$ cat config.mk
export PLATFORM = sky130hd
export DESIGN_NAME = asq_top
export DESIGN_NICKNAME = d
export VERILOG_FILES = /design/src/hdl/asq_pkg.sv /design/src/hdl/asq_res_if.sv /design/src/hdl/asq_regs.sv /design/src/hdl/asq_top.sv
export VERILOG_INCLUDE_DIRS = /design/src /design/src/hdl
export SDC_FILE = /design/constraint.sdc
export NUM_CORES = 1
export LEC_CHECK = 0
export BUFFER_PORTS_ARGS = -buffer_cell sky130_fd_sc_hd__buf_2
export CORE_MARGIN = 5
export CORE_UTILIZATION = 26
export DETAILED_ROUTE_END_ITERATION = 8
export GPL_TIMING_DRIVEN = 0
export MAX_ROUTING_LAYER = met4
export PLACE_DENSITY_LB_ADDON = 0.08
export SYNTH_ARGS = -nofsm -noshare
export SYNTH_HDL_FRONTEND = slang
export SYNTH_SLANG_ARGS = --single-unit
$ cat constraint.sdc
create_clock -name i_mclk -period 5.2 [get_ports i_mclk]
set_clock_uncertainty 0.2 [all_clocks]
set_input_delay 0.52 -clock i_mclk [delete_from_list [all_inputs] [get_ports i_mclk]]
set_output_delay 0.52 -clock i_mclk [all_outputs]
set_load 0.01 [all_outputs]
$ cat src/hdl/asq_map.svh
`ifndef ASQ_MAP_SVH
`define ASQ_MAP_SVH

// Register addresses on the reconfiguration port
`define ASQ_CFG0_ADDR      7'h40
`define ASQ_THR_TEMP_ADDR  7'h50
`define ASQ_THR_VINT_ADDR  7'h51
`define ASQ_THR_VAUX_ADDR  7'h52
`define ASQ_THR_VBRAM_ADDR 7'h58
`define ASQ_STAT_TOP_ADDR  7'h1f

// Reset values
`define ASQ_CFG0_RST       16'h9000
`define ASQ_THR_TEMP_RST   16'hb5ed
`define ASQ_THR_VINT_RST   16'h5999
`define ASQ_THR_VAUX_RST   16'ha147
`define ASQ_THR_VBRAM_RST  16'h5999

// Averaging select field of configuration register 0
`define ASQ_AVG_HI_BIT     13
`define ASQ_AVG_LO_BIT     12
`define ASQ_AVG_OFF        2'h0

// Channel numbers
`define ASQ_CH_TEMP        5'h00
`define ASQ_CH_VINT        5'h01
`define ASQ_CH_VAUX        5'h02
`define ASQ_CH_VPN         5'h03
`define ASQ_CH_VBRAM       5'h06
`define ASQ_CH_CAL         5'h08
`define ASQ_CH_AUX0        5'h10
`define ASQ_CH_AUX1        5'h11
`define ASQ_CH_AUX2        5'h12
`define ASQ_CH_AUX3        5'h13

// Alarm bit positions
`define ASQ_ALM_TEMP       0
`define ASQ_ALM_VINT       1
`define ASQ_ALM_VAUX       2
`define ASQ_ALM_VBRAM      3

// Sequence and timing
`define ASQ_SEQ_LEN        10
`define ASQ_SEQ_LAST       4'h9
`define ASQ_CONV_CYCLES    26

`endif

$ cat src/hdl/asq_pkg.sv
package asq_pkg;
  typedef logic [15:0] asq_word_t;
  typedef logic [4:0]  asq_chan_t;
  typedef logic [6:0]  asq_addr_t;
  typedef enum logic [1:0]
  {
    ST_CAL0 = 2'b00,
    ST_CAL1 = 2'b01,
    ST_CAL2 = 2'b10,
    ST_CONV = 2'b11
  } asq_state_t;
endpackage

$ cat src/hdl/asq_res_if.sv
`timescale 1ns/10ps
`default_nettype none
interface asq_res_if;
  import asq_pkg::*;
  logic            ld;
  asq_chan_t       ld_addr;
  asq_word_t       ld_data;
  logic [1:0]      cfg_avg;
  logic [3:0][15:0] thr;
  modport seq  (output ld, output ld_addr, output ld_data, input cfg_avg, input thr);
  modport regs (input ld, input ld_addr, input ld_data, output cfg_avg, output thr);
endinterface
`default_nettype wire

$ cat src/hdl/asq_regs.sv
`timescale 1ns/10ps
`default_nettype none
`include "asq_map.svh"
module asq_regs
(
  // Clock and reset
  input  wire logic         i_mclk,
  input  wire logic         i_rst_n,
  // Reconfiguration port
  input  wire logic         i_den,
  input  wire logic         i_dwe,
  input  wire asq_pkg::asq_addr_t i_daddr,
  input  wire asq_pkg::asq_word_t i_di,
  output var  asq_pkg::asq_word_t o_do,
  output var  logic         o_drdy,
  // Sequencer side
  asq_res_if.regs           res
);
  import asq_pkg::*;

  asq_word_t stat_r [0:31];
  asq_word_t cfg0_r;
  logic [3:0][15:0] thr_r;
  asq_word_t rd_nxt;

  assign res.cfg_avg = cfg0_r[`ASQ_AVG_HI_BIT:`ASQ_AVG_LO_BIT];
  assign res.thr     = thr_r;

  // Results land here at the end of each channel slot
  always_ff @(posedge i_mclk)
  begin
    if (res.ld)
      stat_r[res.ld_addr] <= res.ld_data; // [RULE9] [RULE10] [RULE11]
  end

  always_ff @(posedge i_mclk)
  begin
    if (!i_rst_n)
    begin
      cfg0_r <= `ASQ_CFG0_RST;
      thr_r[`ASQ_ALM_TEMP]  <= `ASQ_THR_TEMP_RST;
      thr_r[`ASQ_ALM_VINT]  <= `ASQ_THR_VINT_RST;
      thr_r[`ASQ_ALM_VAUX]  <= `ASQ_THR_VAUX_RST;
      thr_r[`ASQ_ALM_VBRAM] <= `ASQ_THR_VBRAM_RST;
    end
    else if (i_den && i_dwe)
    begin
      unique case (i_daddr)
        `ASQ_CFG0_ADDR:      cfg0_r <= i_di; // [RULE5]
        `ASQ_THR_TEMP_ADDR:  thr_r[`ASQ_ALM_TEMP]  <= i_di;
        `ASQ_THR_VINT_ADDR:  thr_r[`ASQ_ALM_VINT]  <= i_di;
        `ASQ_THR_VAUX_ADDR:  thr_r[`ASQ_ALM_VAUX]  <= i_di;
        `ASQ_THR_VBRAM_ADDR: thr_r[`ASQ_ALM_VBRAM] <= i_di;
        default:             cfg0_r <= cfg0_r;
      endcase
    end
  end

  always_comb
  begin
    rd_nxt = 16'h0000;
    if (i_daddr <= `ASQ_STAT_TOP_ADDR)
      rd_nxt = stat_r[i_daddr[4:0]];
    else if (i_daddr == `ASQ_CFG0_ADDR)
      rd_nxt = cfg0_r;
    else if (i_daddr == `ASQ_THR_TEMP_ADDR)
      rd_nxt = thr_r[`ASQ_ALM_TEMP];
    else if (i_daddr == `ASQ_THR_VINT_ADDR)
      rd_nxt = thr_r[`ASQ_ALM_VINT];
    else if (i_daddr == `ASQ_THR_VAUX_ADDR)
      rd_nxt = thr_r[`ASQ_ALM_VAUX];
    else if (i_daddr == `ASQ_THR_VBRAM_ADDR)
      rd_nxt = thr_r[`ASQ_ALM_VBRAM];
  end

  // One-cycle ready answers every enable pulse
  always_ff @(posedge i_mclk)
  begin
    if (!i_rst_n)
    begin
      o_drdy <= 1'b0;
      o_do   <= 16'h0000;
    end
    else
    begin
      o_drdy <= i_den; // [RULE13]
      if (i_den && !i_dwe)
        o_do <= rd_nxt;
    end
  end
endmodule
`default_nettype wire

$ cat src/hdl/asq_top.sv
// Function
// [RULE1] Sequence converts channels 8, 0, 1, 2, 3, 6, 10..13 in that order.
// [RULE2] Continuous mode restarts at the first entry right after the last channel.
// [RULE3] Five-bit channel bus shows the channel under conversion for its whole slot.
// [RULE4] Calibration slot performs three conversions, so lasts three times longer.
// [RULE5] Averaging select bits 00 in configuration register 0 turn averaging off.
// [RULE6] Port master writes configuration only after reset has been released.
// [RULE7] End-of-sequence strobe is high one port-clock cycle per pass.
// [RULE8] Port master reads result registers after seeing end-of-sequence.
// [RULE9] Result registers hold the result left-justified; low four bits extend it.
// [RULE10] Ideal model fills all sixteen result bits with the exact value.
// [RULE11] Channel alarm updates when that channel's result is loaded.
// [RULE12] Auxiliary-supply alarm goes high when its result exceeds the upper threshold.
// [RULE13] Enable pulse for one cycle; ready answers one cycle later with read data.
`timescale 1ns/10ps
`default_nettype none
`include "asq_map.svh"
module asq_top
#(
  parameter int CONV_CYCLES = `ASQ_CONV_CYCLES
)
(
  // Clock and reset
  input  wire logic               i_mclk,
  input  wire logic               i_rst_n,
  // Reconfiguration port
  input  wire logic               i_den,
  input  wire logic               i_dwe,
  input  wire asq_pkg::asq_addr_t i_daddr,
  input  wire asq_pkg::asq_word_t i_di,
  output var  asq_pkg::asq_word_t o_do,
  output var  logic               o_drdy,
  // Converter front end
  input  wire asq_pkg::asq_word_t i_conv_data,
  // Status
  output var  asq_pkg::asq_chan_t o_channel,
  output var  logic               o_eoc,
  output var  logic               o_eos,
  output var  logic [3:0]         o_alarm
);
  import asq_pkg::*;

  localparam int CW = $clog2(CONV_CYCLES);

  // Counter width and slot logic need at least two cycles per conversion
  if (CONV_CYCLES < 2)
  begin : g_bad_cycles
    $error("CONV_CYCLES must be at least 2");
  end

  function automatic asq_chan_t seq_chan(input logic [3:0] idx);
    asq_chan_t c;
    c = `ASQ_CH_CAL;
    unique case (idx)
      4'h0: c = `ASQ_CH_CAL;
      4'h1: c = `ASQ_CH_TEMP;
      4'h2: c = `ASQ_CH_VINT;
      4'h3: c = `ASQ_CH_VAUX;
      4'h4: c = `ASQ_CH_VPN; // [RULE1]
      4'h5: c = `ASQ_CH_VBRAM;
      4'h6: c = `ASQ_CH_AUX0;
      4'h7: c = `ASQ_CH_AUX1;
      4'h8: c = `ASQ_CH_AUX2;
      4'h9: c = `ASQ_CH_AUX3;
      default: c = `ASQ_CH_CAL;
    endcase
    return c;
  endfunction

  function automatic logic [3:0] alm_sel(input asq_chan_t c);
    logic [3:0] s;
    s = 4'h0;
    if (c == `ASQ_CH_TEMP)  s[`ASQ_ALM_TEMP]  = 1'b1;
    if (c == `ASQ_CH_VINT)  s[`ASQ_ALM_VINT]  = 1'b1;
    if (c == `ASQ_CH_VAUX)  s[`ASQ_ALM_VAUX]  = 1'b1;
    if (c == `ASQ_CH_VBRAM) s[`ASQ_ALM_VBRAM] = 1'b1;
    return s;
  endfunction

  // Successor channel, kept apart from the slot table so the order check stands alone
  function automatic asq_chan_t seq_next(input asq_chan_t c);
    asq_chan_t n;
    n = `ASQ_CH_CAL;
    unique case (c)
      `ASQ_CH_CAL:   n = `ASQ_CH_TEMP;
      `ASQ_CH_TEMP:  n = `ASQ_CH_VINT;
      `ASQ_CH_VINT:  n = `ASQ_CH_VAUX;
      `ASQ_CH_VAUX:  n = `ASQ_CH_VPN;
      `ASQ_CH_VPN:   n = `ASQ_CH_VBRAM;
      `ASQ_CH_VBRAM: n = `ASQ_CH_AUX0;
      `ASQ_CH_AUX0:  n = `ASQ_CH_AUX1;
      `ASQ_CH_AUX1:  n = `ASQ_CH_AUX2;
      `ASQ_CH_AUX2:  n = `ASQ_CH_AUX3;
      `ASQ_CH_AUX3:  n = `ASQ_CH_CAL;
      default:       n = `ASQ_CH_CAL;
    endcase
    return n;
  endfunction

  asq_res_if res ();

  asq_state_t     st_r;
  logic [CW-1:0]  cnt_r;
  logic [3:0]     idx_r;
  asq_word_t      acc_r [0:`ASQ_SEQ_LEN-1];
  logic           ld_r;
  asq_chan_t      ld_addr_r;
  asq_word_t      ld_data_r;
  logic           conv_end;
  logic           slot_end;
  logic           last_slot;
  logic [3:0]     idx_nxt;
  logic [16:0]    avg_sum;
  asq_word_t      res_nxt;
  logic [3:0]     alm_hit;

  assign conv_end  = (cnt_r == CW'(CONV_CYCLES - 1));
  assign slot_end  = conv_end && ((st_r == ST_CAL2) || (st_r == ST_CONV));
  assign last_slot = (idx_r == `ASQ_SEQ_LAST);
  assign idx_nxt   = last_slot ? 4'h0 : idx_r + 4'h1; // [RULE2]
  assign avg_sum   = {1'b0, acc_r[idx_r]} + {1'b0, i_conv_data};
  // Averaging off passes the full 16-bit value through untouched
  assign res_nxt   = (res.cfg_avg == `ASQ_AVG_OFF) ? i_conv_data : avg_sum[16:1]; // [RULE5]
  assign alm_hit   = alm_sel(ld_addr_r);

  assign res.ld      = ld_r;
  assign res.ld_addr = ld_addr_r;
  assign res.ld_data = ld_data_r;

  // Conversion timer
  always_ff @(posedge i_mclk)
  begin
    if (!i_rst_n || conv_end)
      cnt_r <= '0;
    else
      cnt_r <= cnt_r + CW'(1);
  end

  // Slot sequencing
  always_ff @(posedge i_mclk)
  begin
    if (!i_rst_n)
    begin
      st_r      <= ST_CAL0;
      idx_r     <= 4'h0;
      o_channel <= `ASQ_CH_CAL;
    end
    else if (conv_end)
    begin
      unique case (st_r)
        ST_CAL0: st_r <= ST_CAL1; // [RULE4]
        ST_CAL1: st_r <= ST_CAL2; // [RULE4]
        ST_CAL2: st_r <= ST_CONV;
        ST_CONV: st_r <= last_slot ? ST_CAL0 : ST_CONV; // [RULE2]
      endcase
      if (slot_end)
      begin
        idx_r     <= idx_nxt;
        o_channel <= seq_chan(idx_nxt); // [RULE1] [RULE3]
      end
    end
  end

  // Result loading and strobes
  always_ff @(posedge i_mclk)
  begin
    if (!i_rst_n)
    begin
      ld_r      <= 1'b0;
      ld_addr_r <= `ASQ_CH_CAL;
      ld_data_r <= 16'h0000;
      o_eoc     <= 1'b0;
      o_eos     <= 1'b0;
    end
    else
    begin
      ld_r  <= slot_end;
      o_eoc <= slot_end;
      o_eos <= slot_end && last_slot; // [RULE7]
      if (slot_end)
      begin
        ld_addr_r <= o_channel;
        ld_data_r <= res_nxt; // [RULE9] [RULE10]
      end
    end
  end

  always_ff @(posedge i_mclk)
  begin
    if (slot_end)
      acc_r[idx_r] <= res_nxt;
  end

  // One comparator per supervised channel
  genvar g;
  generate
    for (g = 0; g < 4; g++)
    begin : g_alm
      always_ff @(posedge i_mclk)
      begin
        if (!i_rst_n)
          o_alarm[g] <= 1'b0;
        else if (ld_r && alm_hit[g])
          o_alarm[g] <= (ld_data_r > res.thr[g]); // [RULE11] [RULE12]
      end
    end
  endgenerate

  asq_regs u_regs
  (
    .i_mclk  (i_mclk),
    .i_rst_n (i_rst_n),
    .i_den   (i_den),
    .i_dwe   (i_dwe),
    .i_daddr (i_daddr),
    .i_di    (i_di),
    .o_do    (o_do),
    .o_drdy  (o_drdy),
    .res     (res.regs)
  );

  // Slot length observer for checks
  logic [15:0] len_r;
  always_ff @(posedge i_mclk)
  begin
    if (!i_rst_n)
      len_r <= 16'h0001;
    else if (o_eoc)
      len_r <= 16'h0002;
    else
      len_r <= len_r + 16'h0001;
  end
endmodule
`default_nettype wire

==> results.ini <==
[die]
core_area_sq_um=131000
die_w_um=374
dieArea_sq_um=140000
start_util_pct=26.1
io_pins=71
die_h_um=374
rows=133

[sta]
min_period_ps=4870
tightestPinTransition_ps=1200
fin_ws_ps=333
setup_viol=0
slew-limit-headroom_pct=17.6
slew_violations=0
rsz0062_at_grt=no
fmax_ghz=0.205
finalCritPeriodShare_pct=93.6
hold_viol_final=0

[yosys]
synthArstFlopShare_pct=0
syn_inst=2163
synth_top_area_cell=edfxtp_1
ys.flop_type=edfxtp_1
synth-edff-count=672
synthXorXnorAreaFrac_pct=0.280
synth.avg_cell_area_sq_um=15.9
synth_top_area_share_pct=58.7
synth_cell_type_count=73
synthSimpleGateAreaFrac_pct=6.37
synth_compound_area_share_pct=7.19
synth_area_leaders=edfxtp_1, mux4_2, dfxtp_1, ha_1, nand2_1
synth_adder_area_share_pct=3.01
synth-seq-cells=816
synth_top_family_by_area=multiplexers
synthesis.area_sq_um=34400
syn_nets=2288
synth_mux_area_share_pct=13.7
yosysWarnings=0
synth_seq_area_share_pct=67.1

[clock_tree]
clk_latency_ps=700
cts.sink_count=816
cts_tree=yes
htreeDepth=3
cts_buffers=99
clk_pin_slew_ps=50
cts_buffer_depth=3
post_cts.repair.setup_buffers=0
clockRootBuffer=clkbuf_16

[critical_path]
worstSetupEndpointType=flip-flop
slowest_delay_ps=730
crit_path_start_kind=flip-flop
critPathArrivalTime_ps=5160
critical_path.top_delay_family=compound AO/OA/AOI/OAI gates
crit_top_cell=a21oi_1
crit_slowest_cell=clkbuf_1
crit_path_max_fanout=10
crit_type=reg -> reg
crit_buf_inv=3
path_cells=buf_6 -> clkbuf_1 -> mux4_2 -> nor2b_1 -> a211oi_1 -> a21oi_1 -> ha_1 -> clkbuf_1 -> a21oi_1 -> o2bb2ai_1 -> o41ai_2 -> o211a_1 -> a21oi_1 -> or4_4 -> nand2_2
critPathRequiredTime_ps=5500

[power_and_ir_drop]
power.total_mw=14.2
p_per_area_nw_per_um2=346
vdd_drop_max_mv=0.223
p_leak_nw=12.6

[drt]
drc=0
dr.pass1.iters=5
wl_um=117000
first_iter_violations=1613
detail-route-antenna-nets=0
num_vias=20387
viasPerCell=4.84
routedWlPerCell_um=27.9

[placement]
placed_area_sq_um=37700
dp.final_hpwl_um=81200
place_congestion=0.862
post-place-ws_ps=-734
port-buffer-count=64

[finish]
layout.nets=2503
area_growth_pct=19.2
final_cell_area_sq_um=41000
drive_above_1_share_pct=23.1
fillers=13018
layout_common_cells=edfxtp_1, nand2_1, mux4_2
final_common_cell=edfxtp_1

[hold_path]
hold_class=in -> reg

[global_routing]
grt_use_total_pct=17.1
grt_pass1_wl_um=165000
grt_pass1_vias=21001
antenna_found_initial=10
globalRoute.totalOverflow=0
grt_max_degree=38

[flow_run]
drv_cap=0

[status]
outcome=finished, final reports clean

## Yosys cell counts (all sizes together) (6+ instances only)
cell,number
buf,55
a2111oi,11
nand2b,15
a21o,29
nand4,18
o211ai,37
nor2,90
a21oi,75
dfxtp,144
nand2,202
nand3,30
clkbuf,69
mux4,192
nand3b,6
mux2i,28
a22oi,18
a211oi,15
o21a,12
nor3,23
a31oi,15
ha,81
nor2b,28
inv,71
edfxtp,672
and3,17
xnor2,7
a21boi,51
o21ai,61
mux2,8
and2,9
## final timing paths
check,slack [ps],start,to,depth (start not counted)
min,120,i_conv_data[6],ld_data_r[6],3
max reg2reg,330,flip-flop,acc_r[0][14],15
min reg2reg,250,u_regs.cfg0_r[2],u_regs.cfg0_r[2],2
max,330,flip-flop,acc_r[0][14],15
## sequential cells by signal, summed over array words and instances (netlist names), 2 cells and up, named ones only
name and count:
u_regs.stat_r 512, acc_r 160, u_regs.res.thr 64, ld_data_r 16
u_regs.cfg0_r 16, u_regs.o_do 16, cnt_r 5, ld_addr_r 5
o_channel 5, idx_r 4, o_alarm 4, st_r 2
## layer usage
layer	global-route usage, %	routed length (um)	up-vias	part of all wire [%]
met5	-	0	-	0
met2	26.8	55100	500	47
li1	-	-	8949	-
met1	22.8	53500	10769	46
met4	4.48	3150	0	2.7
met3	3.28	5580	169	4.8
## where the power goes
group	switching (mW)	leakage (nW)	internal, mW	total (mW)
Sequential	0.00838	6.42	7.03	7.03
Combinational	0.340	4.62	0.160	0.500
Clock	2.76	1.51	3.89	6.65
Total	3.10	12.6	11.1	14.2
## final cells by class
cell class | count | area (sq um) | share of cell area [%]
sequential | 816 | 23100 | 56.3
timing repair buffer | 114 | 1030 | 2.50
antenna | 2 | 5.00 | 0.0122
buffer | 124 | 568 | 1.39
multi-input combinational | 1152 | 10800 | 26.3
clock inverter | 52 | 452 | 1.10
inverter | 71 | 267 | 0.650
tap | 1755 | 2200 | 5.36
clock buffer | 124 | 2620 | 6.40
## metrics by stage
stage	utilization [%]	setup TNS, ps	instances	hold slack (ps)
finish	31.2	0	4210	123
global route	31.2	0	4209	97.0
CTS	31.2	0	4208	81.0
detailed placement	28.7	-30390	4013	247
global placement	28.1	-80620	3982	240
floorplan	-	0	2163	232
## repair_timing
action / in CTS / in global routing
setup endpoints to repair: 76 / 63
hold buffers: 19 / 0
resized for setup: 9 / 6
hold endpoints to repair: 81 / 0
gates cloned: 0 / 0
## tightest hold or removal path, stage by stage
cell,delay (ps)
buf_2,150
o21ai_0,140
a31oi_1,170
## logic make-up after synthesis
kind of cell / Yosys count
buf+inv: 195
fa+ha+maj: 82
flops: 816
mux: 228
compound gates: 366
simple gates: 465
xor+xnor: 11
(Power assumes the default switching activity.)
